## src/tx_power_defs.vh

```
// register map and field constants for the transmit power control bank
`ifndef TX_POWER_DEFS_VH
`define TX_POWER_DEFS_VH
`define ADDR_LOOP_CTRL 16'hbb2c
`define ADDR_XPOL_TARGET 16'hbb2d
`define ADDR_YPOL_TARGET 16'hbb2e
`define ADDR_XPOL_DRIVE 16'hbb2f
`define ADDR_YPOL_DRIVE 16'hbb30
`define ADDR_TOTAL_DRIVE 16'hbb31
`define BIT_TOTAL_LOOP 15
`define BIT_XPOL_LOOP 14
`define BIT_YPOL_LOOP 13
`define BIT_OUTPUT_OPEN 12
`define RESET_WORD 16'h0000
`define ZERO_WORD 16'h0000
`define WORD_WIDTH 16
`define RSVD_ZERO 12'h000
`define BIT_RESET 1'h0
`define KHZ_PER_MHZ 1000
`define SETTLE_TIME_MS 100
`define CLOCK_MHZ 250
`endif

```

## src/tx_optical_power_control_regs.v

```verilog
// transmit optical power control register bank
//
// Operation
// - bit 13 enables Y-polarisation power loop
// - bit 12 opens shutter, clear blocks output
// - X target: signed 16 bits, reset zero
// - Y target: signed 16 bits, reset zero
// - X drive writable only with X loop off
// - Y drive writable only with Y loop off
// - total drive writable only with total loop off
// - one drive step moves power at most 0.1 dB
// - drive change settles within 100 ms
// - bit 15 enables total power loop
// - bit 14 enables X-polarisation power loop
`timescale 1ns/1ps
`include "tx_power_defs.vh"
module tx_optical_power_control_regs #(
	parameter SETTLE_CYCLES = `SETTLE_TIME_MS * `CLOCK_MHZ * `KHZ_PER_MHZ
) (
	input wire clock_in,
	input wire rst_in,
	input wire [15:0] addr_in,
	input wire [15:0] wdata_in,
	input wire wr_in,
	input wire rd_in,
	output wire [15:0] rdata_out,
	output wire rvalid_out,
	output wire wr_refused_out,
	output wire total_loop_en_out,
	output wire xpol_loop_en_out,
	output wire ypol_loop_en_out,
	output wire output_open_out,
	output wire [15:0] xpol_target_out,
	output wire [15:0] ypol_target_out,
	output wire [15:0] xpol_drive_out,
	output wire [15:0] ypol_drive_out,
	output wire [15:0] total_drive_out,
	output wire drive_update_out
);

	// one-hot register select codes
	localparam SEL_NONE = 6'h00;
	localparam SEL_CTRL = 6'h01;
	localparam SEL_XT = 6'h02;
	localparam SEL_YT = 6'h04;
	localparam SEL_XD = 6'h08;
	localparam SEL_YD = 6'h10;
	localparam SEL_TD = 6'h20;

	// register select, one bit per mapped word
	reg [5:0] sel;

	// control fields and their next values
	reg total_loop_en_r;
	reg total_loop_en_nxt;
	reg xpol_loop_en_r;
	reg xpol_loop_en_nxt;
	reg ypol_loop_en_r;
	reg ypol_loop_en_nxt;
	reg output_open_r;
	reg output_open_nxt;

	// power targets and their next values
	reg [15:0] xpol_target_r;
	reg [15:0] xpol_target_nxt;
	reg [15:0] ypol_target_r;
	reg [15:0] ypol_target_nxt;

	// read data and status pulses
	reg [15:0] rdata_r;
	reg [15:0] rdata_nxt;
	reg rvalid_r;
	reg wr_refused_r;
	reg drive_update_r;

	// drive words and write outcomes from the guarded cells
	wire [15:0] xpol_drive;
	wire [15:0] ypol_drive;
	wire [15:0] total_drive;
	wire xd_taken;
	wire yd_taken;
	wire td_taken;
	wire xd_refused;
	wire yd_refused;
	wire td_refused;

	// control word as read back, reserved bits zero
	wire [15:0] ctrl_word = {total_loop_en_r, xpol_loop_en_r,
		ypol_loop_en_r, output_open_r, `RSVD_ZERO};

	// address decode into a one-hot select
	always @* begin
		case (addr_in)
			`ADDR_LOOP_CTRL: sel = SEL_CTRL;
			`ADDR_XPOL_TARGET: sel = SEL_XT;
			`ADDR_YPOL_TARGET: sel = SEL_YT;
			`ADDR_XPOL_DRIVE: sel = SEL_XD;
			`ADDR_YPOL_DRIVE: sel = SEL_YD;
			`ADDR_TOTAL_DRIVE: sel = SEL_TD;
			default: sel = SEL_NONE;
		endcase
	end

	// per-register write strobes, unmapped writes go nowhere
	wire wr_ctrl = wr_in && (sel == SEL_CTRL);
	wire wr_xt = wr_in && (sel == SEL_XT);
	wire wr_yt = wr_in && (sel == SEL_YT);
	wire wr_xd = wr_in && (sel == SEL_XD);
	wire wr_yd = wr_in && (sel == SEL_YD);
	wire wr_td = wr_in && (sel == SEL_TD);

	// control fields, reserved bits dropped on write
	always @* begin
		total_loop_en_nxt = total_loop_en_r;
		xpol_loop_en_nxt = xpol_loop_en_r;
		ypol_loop_en_nxt = ypol_loop_en_r;
		output_open_nxt = output_open_r;
		if (wr_ctrl) begin
			total_loop_en_nxt = wdata_in[`BIT_TOTAL_LOOP];
			xpol_loop_en_nxt = wdata_in[`BIT_XPOL_LOOP];
			ypol_loop_en_nxt = wdata_in[`BIT_YPOL_LOOP];
			output_open_nxt = wdata_in[`BIT_OUTPUT_OPEN];
		end
	end

	// signed power targets, written whole
	always @* begin
		xpol_target_nxt = xpol_target_r;
		ypol_target_nxt = ypol_target_r;
		if (wr_xt) begin
			xpol_target_nxt = wdata_in;
		end
		if (wr_yt) begin
			ypol_target_nxt = wdata_in;
		end
	end

	// x drive word, locked while the x loop runs
	drive_word_reg #(
		.WIDTH(`WORD_WIDTH),
		.RESET_VALUE(`RESET_WORD)
	) x_drive (
		.clock_in(clock_in),
		.rst_in(rst_in),
		.wr_in(wr_xd),
		.lock_in(xpol_loop_en_r),
		.data_in(wdata_in),
		.word_out(xpol_drive),
		.taken_out(xd_taken),
		.refused_out(xd_refused)
	);

	// y drive word, locked while the y loop runs
	drive_word_reg #(
		.WIDTH(`WORD_WIDTH),
		.RESET_VALUE(`RESET_WORD)
	) y_drive (
		.clock_in(clock_in),
		.rst_in(rst_in),
		.wr_in(wr_yd),
		.lock_in(ypol_loop_en_r),
		.data_in(wdata_in),
		.word_out(ypol_drive),
		.taken_out(yd_taken),
		.refused_out(yd_refused)
	);

	// total drive word, locked while the total loop runs
	drive_word_reg #(
		.WIDTH(`WORD_WIDTH),
		.RESET_VALUE(`RESET_WORD)
	) total_drive_cell (
		.clock_in(clock_in),
		.rst_in(rst_in),
		.wr_in(wr_td),
		.lock_in(total_loop_en_r),
		.data_in(wdata_in),
		.word_out(total_drive),
		.taken_out(td_taken),
		.refused_out(td_refused)
	);

	// read mux, old value on a same-cycle write, unmapped reads zero
	always @* begin
		rdata_nxt = rdata_r;
		if (rd_in) begin
			case (sel)
				SEL_CTRL: rdata_nxt = ctrl_word;
				SEL_XT: rdata_nxt = xpol_target_r;
				SEL_YT: rdata_nxt = ypol_target_r;
				SEL_XD: rdata_nxt = xpol_drive;
				SEL_YD: rdata_nxt = ypol_drive;
				SEL_TD: rdata_nxt = total_drive;
				default: rdata_nxt = `ZERO_WORD;
			endcase
		end
	end

	// bank flip-flops, synchronous reset
	always @(posedge clock_in) begin
		if (rst_in) begin
			total_loop_en_r <= `BIT_RESET;
			xpol_loop_en_r <= `BIT_RESET;
			ypol_loop_en_r <= `BIT_RESET;
			output_open_r <= `BIT_RESET;
			xpol_target_r <= `RESET_WORD;
			ypol_target_r <= `RESET_WORD;
			rdata_r <= `ZERO_WORD;
			rvalid_r <= `BIT_RESET;
			wr_refused_r <= `BIT_RESET;
			drive_update_r <= `BIT_RESET;
		end else begin
			total_loop_en_r <= total_loop_en_nxt;
			xpol_loop_en_r <= xpol_loop_en_nxt;
			ypol_loop_en_r <= ypol_loop_en_nxt;
			output_open_r <= output_open_nxt;
			xpol_target_r <= xpol_target_nxt;
			ypol_target_r <= ypol_target_nxt;
			rdata_r <= rdata_nxt;
			rvalid_r <= rd_in;
			wr_refused_r <= xd_refused || yd_refused || td_refused;
			drive_update_r <= xd_taken || yd_taken || td_taken;
		end
	end

	// outputs straight from the flip-flops
	assign rdata_out = rdata_r;
	assign rvalid_out = rvalid_r;
	assign wr_refused_out = wr_refused_r;
	assign total_loop_en_out = total_loop_en_r;
	assign xpol_loop_en_out = xpol_loop_en_r;
	assign ypol_loop_en_out = ypol_loop_en_r;
	assign output_open_out = output_open_r;
	assign xpol_target_out = xpol_target_r;
	assign ypol_target_out = ypol_target_r;
	assign xpol_drive_out = xpol_drive; // one lsb per code
	assign ypol_drive_out = ypol_drive;
	assign total_drive_out = total_drive;
	assign drive_update_out = drive_update_r;

endmodule

// one drive word, held against writes while its loop runs
module drive_word_reg #(
	parameter WIDTH = `WORD_WIDTH,
	parameter [WIDTH-1:0] RESET_VALUE = {WIDTH{1'b0}}
) (
	input wire clock_in,
	input wire rst_in,
	input wire wr_in,
	input wire lock_in,
	input wire [WIDTH-1:0] data_in,
	output wire [WIDTH-1:0] word_out,
	output wire taken_out,
	output wire refused_out
);

	// stored word and its next value
	reg [WIDTH-1:0] word_r;
	reg [WIDTH-1:0] word_nxt;

	// a write lands only while the lock is low
	assign taken_out = wr_in && !lock_in;
	assign refused_out = wr_in && lock_in;

	// next value, unchanged unless a write lands
	always @* begin
		word_nxt = word_r;
		if (taken_out) begin
			word_nxt = data_in;
		end
	end

	// word flip-flops, synchronous reset
	always @(posedge clock_in) begin
		if (rst_in) begin
			word_r <= RESET_VALUE;
		end else begin
			word_r <= word_nxt;
		end
	end

	// drive code leaves unchanged
	assign word_out = word_r;

endmodule

```

## config.mk

```make
export PLATFORM = sky130hd
export DESIGN_NAME = tx_optical_power_control_regs
export DESIGN_NICKNAME = d
export VERILOG_FILES = /design/src/tx_optical_power_control_regs.v
export VERILOG_INCLUDE_DIRS = /design/src
export SDC_FILE = /design/constraint.sdc
export NUM_CORES = 1
export LEC_CHECK = 0
export BUFFER_PORTS_ARGS = -buffer_cell sky130_fd_sc_hd__buf_2
export CORE_MARGIN = 4
export CORE_UTILIZATION = 47
export DETAILED_ROUTE_END_ITERATION = 8
export PLACE_DENSITY = 0.77
export REMOVE_ABC_BUFFERS = 1
export SKIP_CTS_REPAIR_TIMING = 1
export SLEW_MARGIN = 20
export SYNTH_ARGS = -nofsm -noshare
export SYNTH_HDL_FRONTEND = slang
export SYNTH_HIERARCHICAL = 1
export SYNTH_SLANG_ARGS = --single-unit
```

## constraint.sdc

```tcl
create_clock -name clock_in -period 1.8 [get_ports clock_in]
set_input_delay 0.09 -clock clock_in [delete_from_list [all_inputs] [get_ports clock_in]]
set_output_delay 0.09 -clock clock_in [all_outputs]
set_load 0.02 [all_outputs]
```

## Yosys cells after proc, flatten, opt, wreduce, memory -nomap -nowiden

Cells that the tools add are included.

- Register bits: 103
- Bits of input ports: 36
- Output and inout port bits: 103
- Word-level logic and storage cells: 46

- Equal/unequal tests: 12
- Mux-type cells: 2
- Reductions and logical operators: 19

Operators by type and width:

| operator | count |
|---|---|
| == test 16 bit, second input constant | 6 |
| one-hot mux 16 bit (6 select lines) | 1 |
| one-hot mux 6 bit (6 select lines) | 1 |
| logical AND 1 bit | 12 |
| == test 6 x 1 -> 1 bit, second input constant | 1 |
| == test 6 x 2 -> 1 bit, second input constant | 1 |
| == test 6 x 3 -> 1 bit, second input constant | 1 |
| == test 6 x 4 -> 1 bit, second input constant | 1 |
| == test 6 x 5 -> 1 bit, second input constant | 1 |
| == test 6 bit, second input constant | 1 |
| logical OR 1 bit | 4 |
| logical NOT 1 bit | 3 |

## Depth between registers and ports, before layout

Gate-level depths: netlist (run 1).

- Depth after elaboration: 7
- Depth in mapped cells: 8
- Depth with buffers taken out: 7

## Modules after synthesis

Netlist (run 1), hierarchy kept.

Modules (own cells, without submodules):

| module | instances | cells an instance | area an instance (sq um) | sequential area each (sq um) |
|---|---|---|---|---|
| tx_optical_power_control_regs | 1 | 300 | 2,702.6 | 1,101.1 |
| drive_word_reg | 3 | 72 | 765.7 | 320.3 |

## Worst setup path after synthesis (run 1)

OpenSTA, ideal clock, no wires.

- Path kind: input-to-reg
- From: input addr_in[7]
- To: register drive_update_r (netlist: drive_update_out)
- Library setup time: 66 ps
- Arrival: 1,887 ps
- Required time: 1,734 ps
- Path slack: -154 ps
- Cell stages on the path: 7
- Buffers on the path: 1
- Cells stage by stage: or3b_4 > or4b_4 > nor2_1 > and2b_4 > buf_8 > nor3_1 > nor2_1

- Word-level cells in the longest chain between the ends: 7
- Elaborated cells between the ends (all ways): 18
- Those cells by class: 9 x eq/ne; 1 x mux; 8 x reduce/logical

Ends and longest elaborated chain:

| item | RTL line | text |
|---|---|---|
| from (decl) | tx_optical_power_control_regs.v:22 | `input wire [15:0] addr_in,` |
| == test 16 bit | tx_optical_power_control_regs.v:93 | `case (addr_in)` |
| one-hot mux 6 bit (6 select lines) * | tx_optical_power_control_regs.v:93 |  |
| == test 6 x 5 -> 1 bit * | tx_optical_power_control_regs.v:109 | `wire wr_yd = wr_in && (sel == SEL_YD);` |
| logical AND 1 bit * | tx_optical_power_control_regs.v:109 |  |
| named net wr_yd | tx_optical_power_control_regs.v:109 |  |
| logical AND 1 bit * | tx_optical_power_control_regs.v:263 | `assign taken_out = wr_in && !lock_in;` |
| named net yd_taken | tx_optical_power_control_regs.v:81 | `wire yd_taken;` |
| logical OR 1 bit * (2 in a row) | tx_optical_power_control_regs.v:222 | `drive_update_r <= xd_taken \|\| yd_taken \|\| td_taken;` |
| to (signal assigned) | tx_optical_power_control_regs.v:211 | `` drive_update_r <= `BIT_RESET; `` |
| to (signal assigned) | tx_optical_power_control_regs.v:222 |  |
| to (decl) | tx_optical_power_control_regs.v:74 | `reg drive_update_r;` |

The timed path passes the listed nets; every way through them passes the cells marked *.
A chain may end at the register's enable or synchronous reset.

## Worst setup path in the final report (run 1)

- From: input addr_in[7]
- To: register rdata_r[6] (netlist: rdata_out[6])

- Word-level cells in the longest chain between the ends: 4
- Elaborated cells between the ends (all ways): 14
- Those cells by class: 12 x eq/ne; 2 x mux

Ends and longest elaborated chain:

| item | RTL line | text |
|---|---|---|
| == test 16 bit | tx_optical_power_control_regs.v:93 |  |
| one-hot mux 6 bit (6 select lines) * | tx_optical_power_control_regs.v:93 |  |
| == test 6 bit, or another cell as far along | tx_optical_power_control_regs.v:187 | `case (sel)` |
| one-hot mux 16 bit (6 select lines) * | tx_optical_power_control_regs.v:187 |  |
| to (signal assigned) | tx_optical_power_control_regs.v:208 | `` rdata_r <= `ZERO_WORD; `` |
| to (signal assigned) | tx_optical_power_control_regs.v:219 | `rdata_r <= rdata_nxt;` |
| to (decl) | tx_optical_power_control_regs.v:70 | `reg [15:0] rdata_r;` |

Mark *: on every way between the ends. The rest lies on a longest branch, timed or not.

==> flow_summary.json, run 1 <==
{
  "run_status": "completed",
  "synth_top_cell_by_area": "dfxtp_1",
  "final_min_period_over_clock_period_pct": 92.1,
  "ys_ff_latch": 103,
  "nNetsFinal": 708,
  "commonest_cells_post_synth": "103 x dfxtp_1, 66 x nand2_1, 49 x nand4bb_1",
  "placeableCoreArea_sq_mm": 0.0103,
  "worst_skew_pair_latency_ps": 370,
  "synth_cell_type_count": 43,
  "first_global_vias": 4693,
  "final_layout_size_suffix_gt1_share_pct": 41.4,
  "core.rowCount": 37,
  "grt_first_pass_wirelength_mm": 25.6,
  "buffer_depth_of_the_longest_clock_path": 2,
  "chipHeight_um": 111,
  "syn_inst": 516,
  "routabilityCongestion": 0.887,
  "number_of_enable_type_register_cells_in_the_synthesized_netlist": 0,
  "dpl_worst_slack_ps": -183,
  "design.die.area_sq_mm": 0.0124,
  "clk_pin_slew_worst_paths_ps": 100,
  "timing.final.crit_period_ps": 1660,
  "cts-buffers-inserted": 9,
  "grt_setup_unrepaired": "false",
  "cts_sinks": 103,
  "syn-cell-area_sq_mm": 0.00500,
  "min-delay-path-class": "in2reg",
  "highest_layer": "met5",
  "initial_core_utilization_pct": 48.4,
  "grt_max_degree": 113,
  "worst_slew_pin_slew_ps": 754,
  "synth.yosys.seq_area_share_pct": 41.2,
  "setup-tns-final_ps": 0,
  "antenna_found_initial": 1,
  "fin_area_sq_mm": 0.00639,
  "routedWlPerCell_um": 20.0,
  "cts_max_level": 3,
  "detail_route.wirelength.met1_mm": 6.52,
  "tritoncts": "built",
  "critical_path_class": "in2reg",
  "hold_viol": 0,
  "layout-area-overhead-vs-synth_pct": 27.8,
  "data_arrival_time_of_the_critical_path_ps": 1970,
  "worst_setup_path_end_kind": "register",
  "finish_stage_setup_viols": 0,
  "holdCritStartpoint": "wdata_in[7]",
  "final_standard_cell_utilization_of_the_core_pct": 61.9,
  "regToRegStartpoint": "ypol_loop_en_out$_SDFFE_PP0P_",
  "groute.usage.overall_pct": 25.7,
  "worst-endpoint-required_ps": 2110,
  "crit_path_start": "addr_in[7]",
  "io_buffer_count": 138,
  "yosys_warnings": 6,
  "yosys.area.top_type_share_pct": 41.2,
  "synthesis.area_per_instance_sq_um": 9.69,
  "final-max-slew-violation-count": 0,
  "vias": 4748,
  "wirelength_mm": 16.2,
  "post_dp_cell_area_sq_mm": 0.00612,
  "vdd.ir_drop.worst_mv": 0.412,
  "power_per_cell_area_mw_per_mm2": 687,
  "cts_root_buffer": "clkbuf_8",
  "drtAntennaViolNets": 0,
  "fp.dieW_um": 111,
  "grt_overflow": 0,
  "met2_routed_length_mm": 8.07,
  "max_clock_freq_mhz": 603,
  "ioPinCount": 139,
  "dpl.hpwl_mm": 11.7,
  "firstDrtPassIters": 5,
  "clock_skew_ps": 14.9,
  "synth.top_cells.by_area": "dfxtp_1 41%, nand4bb_1 11%, nand2b_1 6.0%",
  "total_leakage_power_uw": 0.00256,
  "final.setup.worst_slack_ps": 142,
  "synth_flop_cell": "dfxtp_1",
  "path_max_fanout": 9,
  "post-route-drc-count": 0,
  "timing.max_slew.rel_slack_pct": 49.7,
  "initialDrtViolationCount": 309,
  "ys_async_sr_fraction_pct": 0,
  "critical_path.startpoint_type": "input pin",
  "detail_route.vias_per_cell": 5.84,
  "post-synth-top-count-cell": "dfxtp_1",
  "met3WireLength_mm": 1.20,
  "final.hold.worst_slack_ps": 9.68,
  "max-cap-violations": 0
}
==> path summary, 6_finish.rpt <==
path,depth (start not counted),to,slack [ps]
worst max-delay path,8,rdata_out[6]$_SDFFE_PP0P_,140
worst min-delay path,3,xpol_target_out[7]$_SDFFE_PP0P_,10
worst max register to register,4,drive_update_out$_SDFF_PP0_,400
worst min register to register,2,rdata_out[7]$_SDFFE_PP0P_,460
==> registers in the layout, summed over array words and instances, names as in the netlist <==
register and flops:
wr_refused_out 1, output_open_out 1, xpol_target_out 16, xpol_loop_en_out 1
ypol_loop_en_out 1, y_drive/word_out 16, drive_update_out 1, rdata_out 16
rvalid_out 1, total_drive_cell/word_out 16, ypol_target_out 16, x_drive/word_out 16
total_loop_en_out 1
==> routing by layer <==
layer,up-vias,GRT usage [%]
met3,37,4.42
met5,-,0
met2,226,44.6
li1,2202,-
met1,2281,31.7
met4,2,9.81
==> cells in the final DEF (no fill, tap or decap), drive strengths merged, types with 3 or more instances in the layout <==
master   count
bufinv       4
nor4         5
mux2        16
clkbuf      10
nand4bb     49
mux2i        4
and2         3
nand2b      48
a22o        12
dfxtp      103
nand4b       4
nor2        17
and4         3
o21ai       60
a211oi       4
buf        185
a21oi       32
or4b         3
a32oi        4
and2b        3
a221oi      12
mux4         4
nand2       76
==> cell type report <==
| type | instances | area (sq um) |
|---|---|---|
| diodes | 1 | 2.50 |
| clock buffers | 10 | 128 |
| clock inverters | 5 | 129 |
| fillers | 883 | 3940 |
| multi-input cells | 372 | 2740 |
| flip-flops and latches | 103 | 2060 |
| well taps | 136 | 170 |
| repair buffers | 186 | 1160 |
==> critical path, cell delays in order <==
cell	delay, ps
buf_2	110
buf_4	120
or4b_1	600
nor4_2	400
buf_4	270
a22o_1	180
a221oi_1	50
o21ai_1	120
==> stage by stage <==
step,power (uW),std cells
2_1_floorplan,2410,475
4_1_cts,4400,811
6_report,4390,813
3_5_place_dp,2580,796
3_3_place_gp,2570,796
5_1_grt,4520,812
==> logic make-up (layout without fill, tap and decap cells) <==
family          count (synthesis)  in the layout  synth area share [%]
flops                         103            103                  41.2
other cells                     0              1                     0
mux                            24             24                  6.21
compound gates                125            125                  17.7
simple gates                  223            223                  30.5
buf+inv                        41            201                  4.35
==> power by group <==
part,switching (uW),internal (uW)
Clock,790,1060
Sequential,2.44,2280
Combinational,147,103
Total,940,3450
No activity file was read; power rests on OpenSTA's default activity.
==> run 2: changes to the inputs <==
--- a/config.mk
+++ b/config.mk
@@ -7,10 +7,11 @@
 export NUM_CORES = 1
 export LEC_CHECK = 0
 export BUFFER_PORTS_ARGS = -buffer_cell sky130_fd_sc_hd__buf_2
+export CAP_MARGIN = 25
 export CORE_MARGIN = 4
 export CORE_UTILIZATION = 47
 export DETAILED_ROUTE_END_ITERATION = 8
-export PLACE_DENSITY = 0.77
+export PLACE_DENSITY = 0.8
 export REMOVE_ABC_BUFFERS = 1
 export SKIP_CTS_REPAIR_TIMING = 1
 export SLEW_MARGIN = 20
==> run 2 against run 1 <==
  * Sequential power about the same
  * Clock power down 27%
  * Critical endpoint is now y_drive/word_out[1]$_SDFFE_PP0P_
  * Final cell count up 0.37%
  * Combinational power up 2%
  * Fmax up 2.8%
==> flow_summary.json, run 2 (synthesis gave the netlist of run 1 again) <==
{
  "crit_path_start": "addr_in[7]",
  "core.rowCount": 37,
  "timing.critical_path.to": "y_drive/word_out[1]$_SDFFE_PP0P_",
  "vias": 4713,
  "comb_power_share_pct": 6.6,
  "grt_overflow": 0,
  "hold_viol": 0,
  "grt_first_pass_wirelength_mm": 25.5,
  "grt_setup_unrepaired": "false",
  "finish_stage_setup_viols": 0,
  "buffer_depth_of_the_longest_clock_path": 2,
  "cp_cell_sequence": "buf_2 -> or3b_4 -> or4b_4 -> nor2_1 -> and2b_4 -> buf_4 -> o21ai_0",
  "finish.cell_count_without_fillers": 816,
  "number_of_gates_on_the_worst_path_with_buffers_counted": 7,
  "final.setup.worst_slack_ps": 187,
  "layout.cells.most_common_list": "137 x buf_2, 103 x dfxtp_1, 66 x nand2_1",
  "first_global_vias": 4761,
  "data_arrival_time_of_the_critical_path_ps": 1870,
  "wirelength_mm": 15.9,
  "worst_slew_pin_slew_ps": 379,
  "initial_core_utilization_pct": 48.4,
  "tritoncts": "built",
  "detail_route.vias_per_cell": 5.78,
  "routabilityCongestion": 0.896,
  "layout-area-overhead-vs-synth_pct": 26.6,
  "timing.final.crit_period_ps": 1610,
  "fp.dieW_um": 111,
  "drtAntennaViolNets": 0,
  "cts_root_buffer": "clkbuf_8",
  "final-max-slew-violation-count": 0,
  "worst_setup_path_end_kind": "register",
  "share_seq_of_total_power_pct": 58.7,
  "routedWlPerCell_um": 19.5,
  "cts_max_level": 3,
  "chipHeight_um": 111,
  "ioPinCount": 139,
  "critical_path.n_buffers_inverters": 2,
  "final_layout_size_suffix_gt1_share_pct": 40.6,
  "groute.usage.overall_pct": 25.3,
  "worst_skew_pair_latency_ps": 380,
  "total_leakage_power_uw": 0.00254,
  "min-delay-path-class": "in2reg",
  "run_status": "completed",
  "placeableCoreArea_sq_mm": 0.0103,
  "critical_path_class": "in2reg",
  "cts-buffers-inserted": 9,
  "regToRegStartpoint": "x_drive/word_out[11]$_SDFFE_PP0P_",
  "switching_power_summed_over_all_nets_uw": 948,
  "dpl.hpwl_mm": 11.3,
  "post_dp_cell_area_sq_mm": 0.00609,
  "vdd.ir_drop.worst_mv": 0.357,
  "fin_area_sq_mm": 0.00633,
  "max_clock_freq_mhz": 620,
  "antenna_cells": 0,
  "final.hold.worst_slack_ps": 1.12,
  "power.clock.fraction_pct": 34.7,
  "initialDrtViolationCount": 371,
  "critical_path.startpoint_type": "input pin",
  "io_buffer_count": 138,
  "rrSetupSlack_ps": 510,
  "firstDrtPassIters": 7,
  "placed_cells": 794,
  "final_min_period_over_clock_period_pct": 89.6,
  "path_max_fanout": 6,
  "maximum_single_stage_delay_on_the_critical_path_ps": 530,
  "rr_worst_depth": 4,
  "grt_max_degree": 78,
  "cts_sinks": 103,
  "timing.max_slew.rel_slack_pct": 74.7,
  "max-cap-violations": 0,
  "critical_path.top_delay_family": "simple AND/OR/NAND/NOR gates",
  "p_int_uw": 2940,
  "power_per_cell_area_mw_per_mm2": 614,
  "nNetsFinal": 712,
  "post-route-drc-count": 0,
  "reg_to_reg_endpoint": "rdata_out[11]$_SDFFE_PP0P_",
  "worst-endpoint-required_ps": 2060,
  "clk_pin_slew_worst_paths_ps": 100,
  "worst_path_max_delay_cell": "or4b_4",
  "clock_skew_ps": 15.2,
  "layout.cells.most_common": "buf_2",
  "dpl_worst_slack_ps": -167,
  "design.die.area_sq_mm": 0.0124,
  "power_switching_share_pct": 24.4,
  "antenna_found_initial": 0
}
[run 2: worst min-delay path by stage]
stage	start	slack, ps	end	depth (start not counted)
finish	wdata_in[1]	1	ypol_target_out[1]$_SDFFE_PP0P_	3
global route	wdata_in[8]	0.08	xpol_target_out[8]$_SDFFE_PP0P_	3
CTS	wdata_in[2]	-20	ypol_target_out[2]$_SDFFE_PP0P_	3
detailed placement	wdata_in[4]	390	ypol_target_out[4]$_SDFFE_PP0P_	3
global placement	wdata_in[5]	380	ypol_target_out[5]$_SDFFE_PP0P_	3
floorplan	rst_in	150	ypol_target_out[0]$_SDFFE_PP0P_	1
[run 2: final cells by class]
type	count	area [sq um]
multi-input cells	372	2740
well taps	136	170
fillers	877	3990
clock inverters	3	26.3
flip-flops and latches	103	2060
repair buffers	190	1190
clock buffers	12	145
[run 2: worst min-delay path: stages]
cell and delay (ps):
buf_2 140, nand2_2 70, a21oi_2 50
[run 2: power groups by stage]
stage / combinational [uW] / sequential [uW] / clock (uW)
4_1_cts: 240 / 2280 / 1370
5_1_grt: 271 / 2290 / 1470
3_5_place_dp: 240 / 2340 / 0
3_3_place_gp: 233 / 2340 / 0
6_report: 255 / 2280 / 1350
2_1_floorplan: 68.2 / 2340 / 0
[run 2: per-stage QoR]
step / utilization [%] / TNS, ps / total power [uW]
global placement: 59.0 / -3630 / 2570
floorplan: - / -20980 / 2410
finish: 61.3 / 0 / 3890
global route: 61.3 / 0 / 4020
CTS: 60.6 / 0 / 3890
detailed placement: 59.0 / -7050 / 2580
[run 2: per-layer routing]
| layer | wire [um] | share of wire, % | global-route usage [%] |
|---|---|---|---|
| met2 | 7720 | 49 | 42.6 |
| met4 | 288 | 1.8 | 8.35 |
| met1 | 6790 | 43 | 32.7 |
| met3 | 1100 | 6.9 | 4.97 |
| met5 | 0 | 0 | 0 |
==> run 3: changes to the inputs <==
--- a/config.mk
+++ b/config.mk
@@ -9,9 +9,9 @@
 export BUFFER_PORTS_ARGS = -buffer_cell sky130_fd_sc_hd__buf_2
 export CAP_MARGIN = 25
 export CORE_MARGIN = 4
-export CORE_UTILIZATION = 47
+export CORE_UTILIZATION = 28
 export DETAILED_ROUTE_END_ITERATION = 8
-export PLACE_DENSITY = 0.8
+export PLACE_DENSITY = 0.54
 export REMOVE_ABC_BUFFERS = 1
 export SKIP_CTS_REPAIR_TIMING = 1
 export SLEW_MARGIN = 20
==> run 3 against run 2 <==
  * Fmax increased by 1.3%
  * Clock skew decreased by 9.0 ps
  * Sequential share of layout area decreased by 1.3 points
  * Global-route usage decreased by 8.0 points
  * Sequential power about the same
  * First-iteration DRC count decreased by 12%
  * Wire length increased by 12%
  * Cell area increased by 4.0%
  * Critical endpoint is now ypol_target_out[8]$_SDFFE_PP0P_
==> flow_summary.json, run 3 (synthesis gave the netlist of run 1 again) <==
{
  "groute.usage.overall_pct": 17.3,
  "vdd.ir_drop.worst_mv": 0.407,
  "detail_route.vias_per_cell": 5.15,
  "drtAntennaViolNets": 0,
  "clk_pin_slew_worst_paths_ps": 80,
  "post-route-drc-count": 0,
  "worst_path_max_delay_cell": "or3b_4",
  "critical_path.n_buffers_inverters": 3,
  "dpl.hpwl_mm": 13.1,
  "io_buffer_count": 138,
  "cts_max_level": 3,
  "final_min_period_over_clock_period_pct": 88.4,
  "design.die.area_sq_mm": 0.0201,
  "firstDrtPassIters": 5,
  "worst_skew_pair_latency_ps": 350,
  "run_status": "completed",
  "clock_skew_ps": 6.23,
  "rrSetupSlack_ps": 490,
  "final-max-slew-violation-count": 0,
  "vias": 4647,
  "initialDrtViolationCount": 327,
  "setup-tns-final_ps": 0,
  "nNetsFinal": 709,
  "hold_viol": 0,
  "data_arrival_time_of_the_critical_path_ps": 1870,
  "total_leakage_power_uw": 0.00262,
  "fp.dieW_um": 142,
  "tritoncts": "built",
  "max-cap-violations": 0,
  "worst_setup_path_end_kind": "register",
  "antenna_cells": 0,
  "critical-path-top-cell-by-count": "buf_4",
  "cts_root_buffer": "clkbuf_16",
  "max_clock_freq_mhz": 628,
  "worst-endpoint-required_ps": 2080,
  "wirelength_mm": 17.8,
  "grt_first_pass_wirelength_mm": 27.0,
  "critical_path.top_delay_family": "simple AND/OR/NAND/NOR gates",
  "chipHeight_um": 142,
  "initial_core_utilization_pct": 28.7,
  "fin_area_sq_mm": 0.00659,
  "cp_cell_sequence": "buf_2 -> or3b_4 -> nor4_4 -> buf_4 -> and4b_1 -> buf_4 -> nand2_1 -> a21oi_1",
  "placeableCoreArea_sq_mm": 0.0174,
  "maximum_single_stage_delay_on_the_critical_path_ps": 430,
  "layout.cells.most_common": "buf_2",
  "grt_setup_unrepaired": "false",
  "cts-buffers-inserted": 9,
  "grt_max_degree": 75,
  "min-delay-path-class": "in2reg",
  "layout-area-overhead-vs-synth_pct": 31.7,
  "routedWlPerCell_um": 19.7,
  "critical_path.startpoint_type": "input pin",
  "post_dp_cell_area_sq_mm": 0.00626,
  "antenna_found_initial": 0,
  "finish_stage_setup_viols": 0,
  "first_global_vias": 4747,
  "critical_path_class": "in2reg",
  "final_layout_size_suffix_gt1_share_pct": 42.0,
  "timing.max_slew.rel_slack_pct": 73.9,
  "grt_overflow": 0,
  "timing.final.crit_period_ps": 1590,
  "ioPinCount": 139,
  "routabilityCongestion": 0.834,
  "core.rowCount": 48,
  "power_per_cell_area_mw_per_mm2": 715,
  "cts_sinks": 103,
  "layout.cells.most_common_list": "137 x buf_2, 103 x dfxtp_1, 66 x nand2_1",
  "path_max_fanout": 7,
  "buffer_depth_of_the_longest_clock_path": 2,
  "worst_slew_pin_slew_ps": 392
}
## run 3: area by class of cell
cell class	count	area [sq um]
flip-flops and latches	103	2060
multi-input cells	372	2750
well taps	225	282
fillers	1775	10800
clock inverters	7	104
clock buffers	9	225
repair buffers	187	1160
## run 3: routing by layer
layer	track usage [%]	part of all wire, %
met4	6.26	2.3
met5	0	0
met3	4.21	7.8
met1	23.4	44
met2	27.0	45
## run 3: per-stage QoR
stage          setup WS, ps  hold slack, ps  utilization (%)  total power (uW)  std cells
3_3_place_gp           -192             390             35.9              2580        887
5_1_grt                56.2            33.5             37.8              4850        903
4_1_cts                 176            14.7             37.8              4760        903
6_report                208            25.5             37.8              4710        903
2_1_floorplan          -459             152                -              2410        475
3_5_place_dp           -173             394             35.9              2590        887
## run 3: worst register-to-register path: stages (launching register included)
cell	delay, ps
dfxtp_1	330
mux2_2	280
a22o_1	240
a221oi_1	260
o21ai_1	90
## run 3: worst paths after layout
| path | from | depth (start not counted) | end |
|---|---|---|---|
| hold / removal | wdata_in[3] | 3 | ypol_target_out[3]$_SDFFE_PP0P_ |
| setup / recovery | addr_in[7] | 8 | ypol_target_out[8]$_SDFFE_PP0P_ |
| setup reg to reg | x_drive/word_out[2]$_SDFFE_PP0P_ | 4 | rdata_out[2]$_SDFFE_PP0P_ |
| hold reg to reg | rdata_out[11]$_SDFFE_PP0P_ | 2 | rdata_out[11]$_SDFFE_PP0P_ |
## run 3: power breakdown
| group | internal (uW) | total, uW | switching, uW |
|---|---|---|---|
| combinational | 103 | 251 | 148 |
| clock | 1240 | 2180 | 937 |
| sequential | 2280 | 2280 | 2.13 |
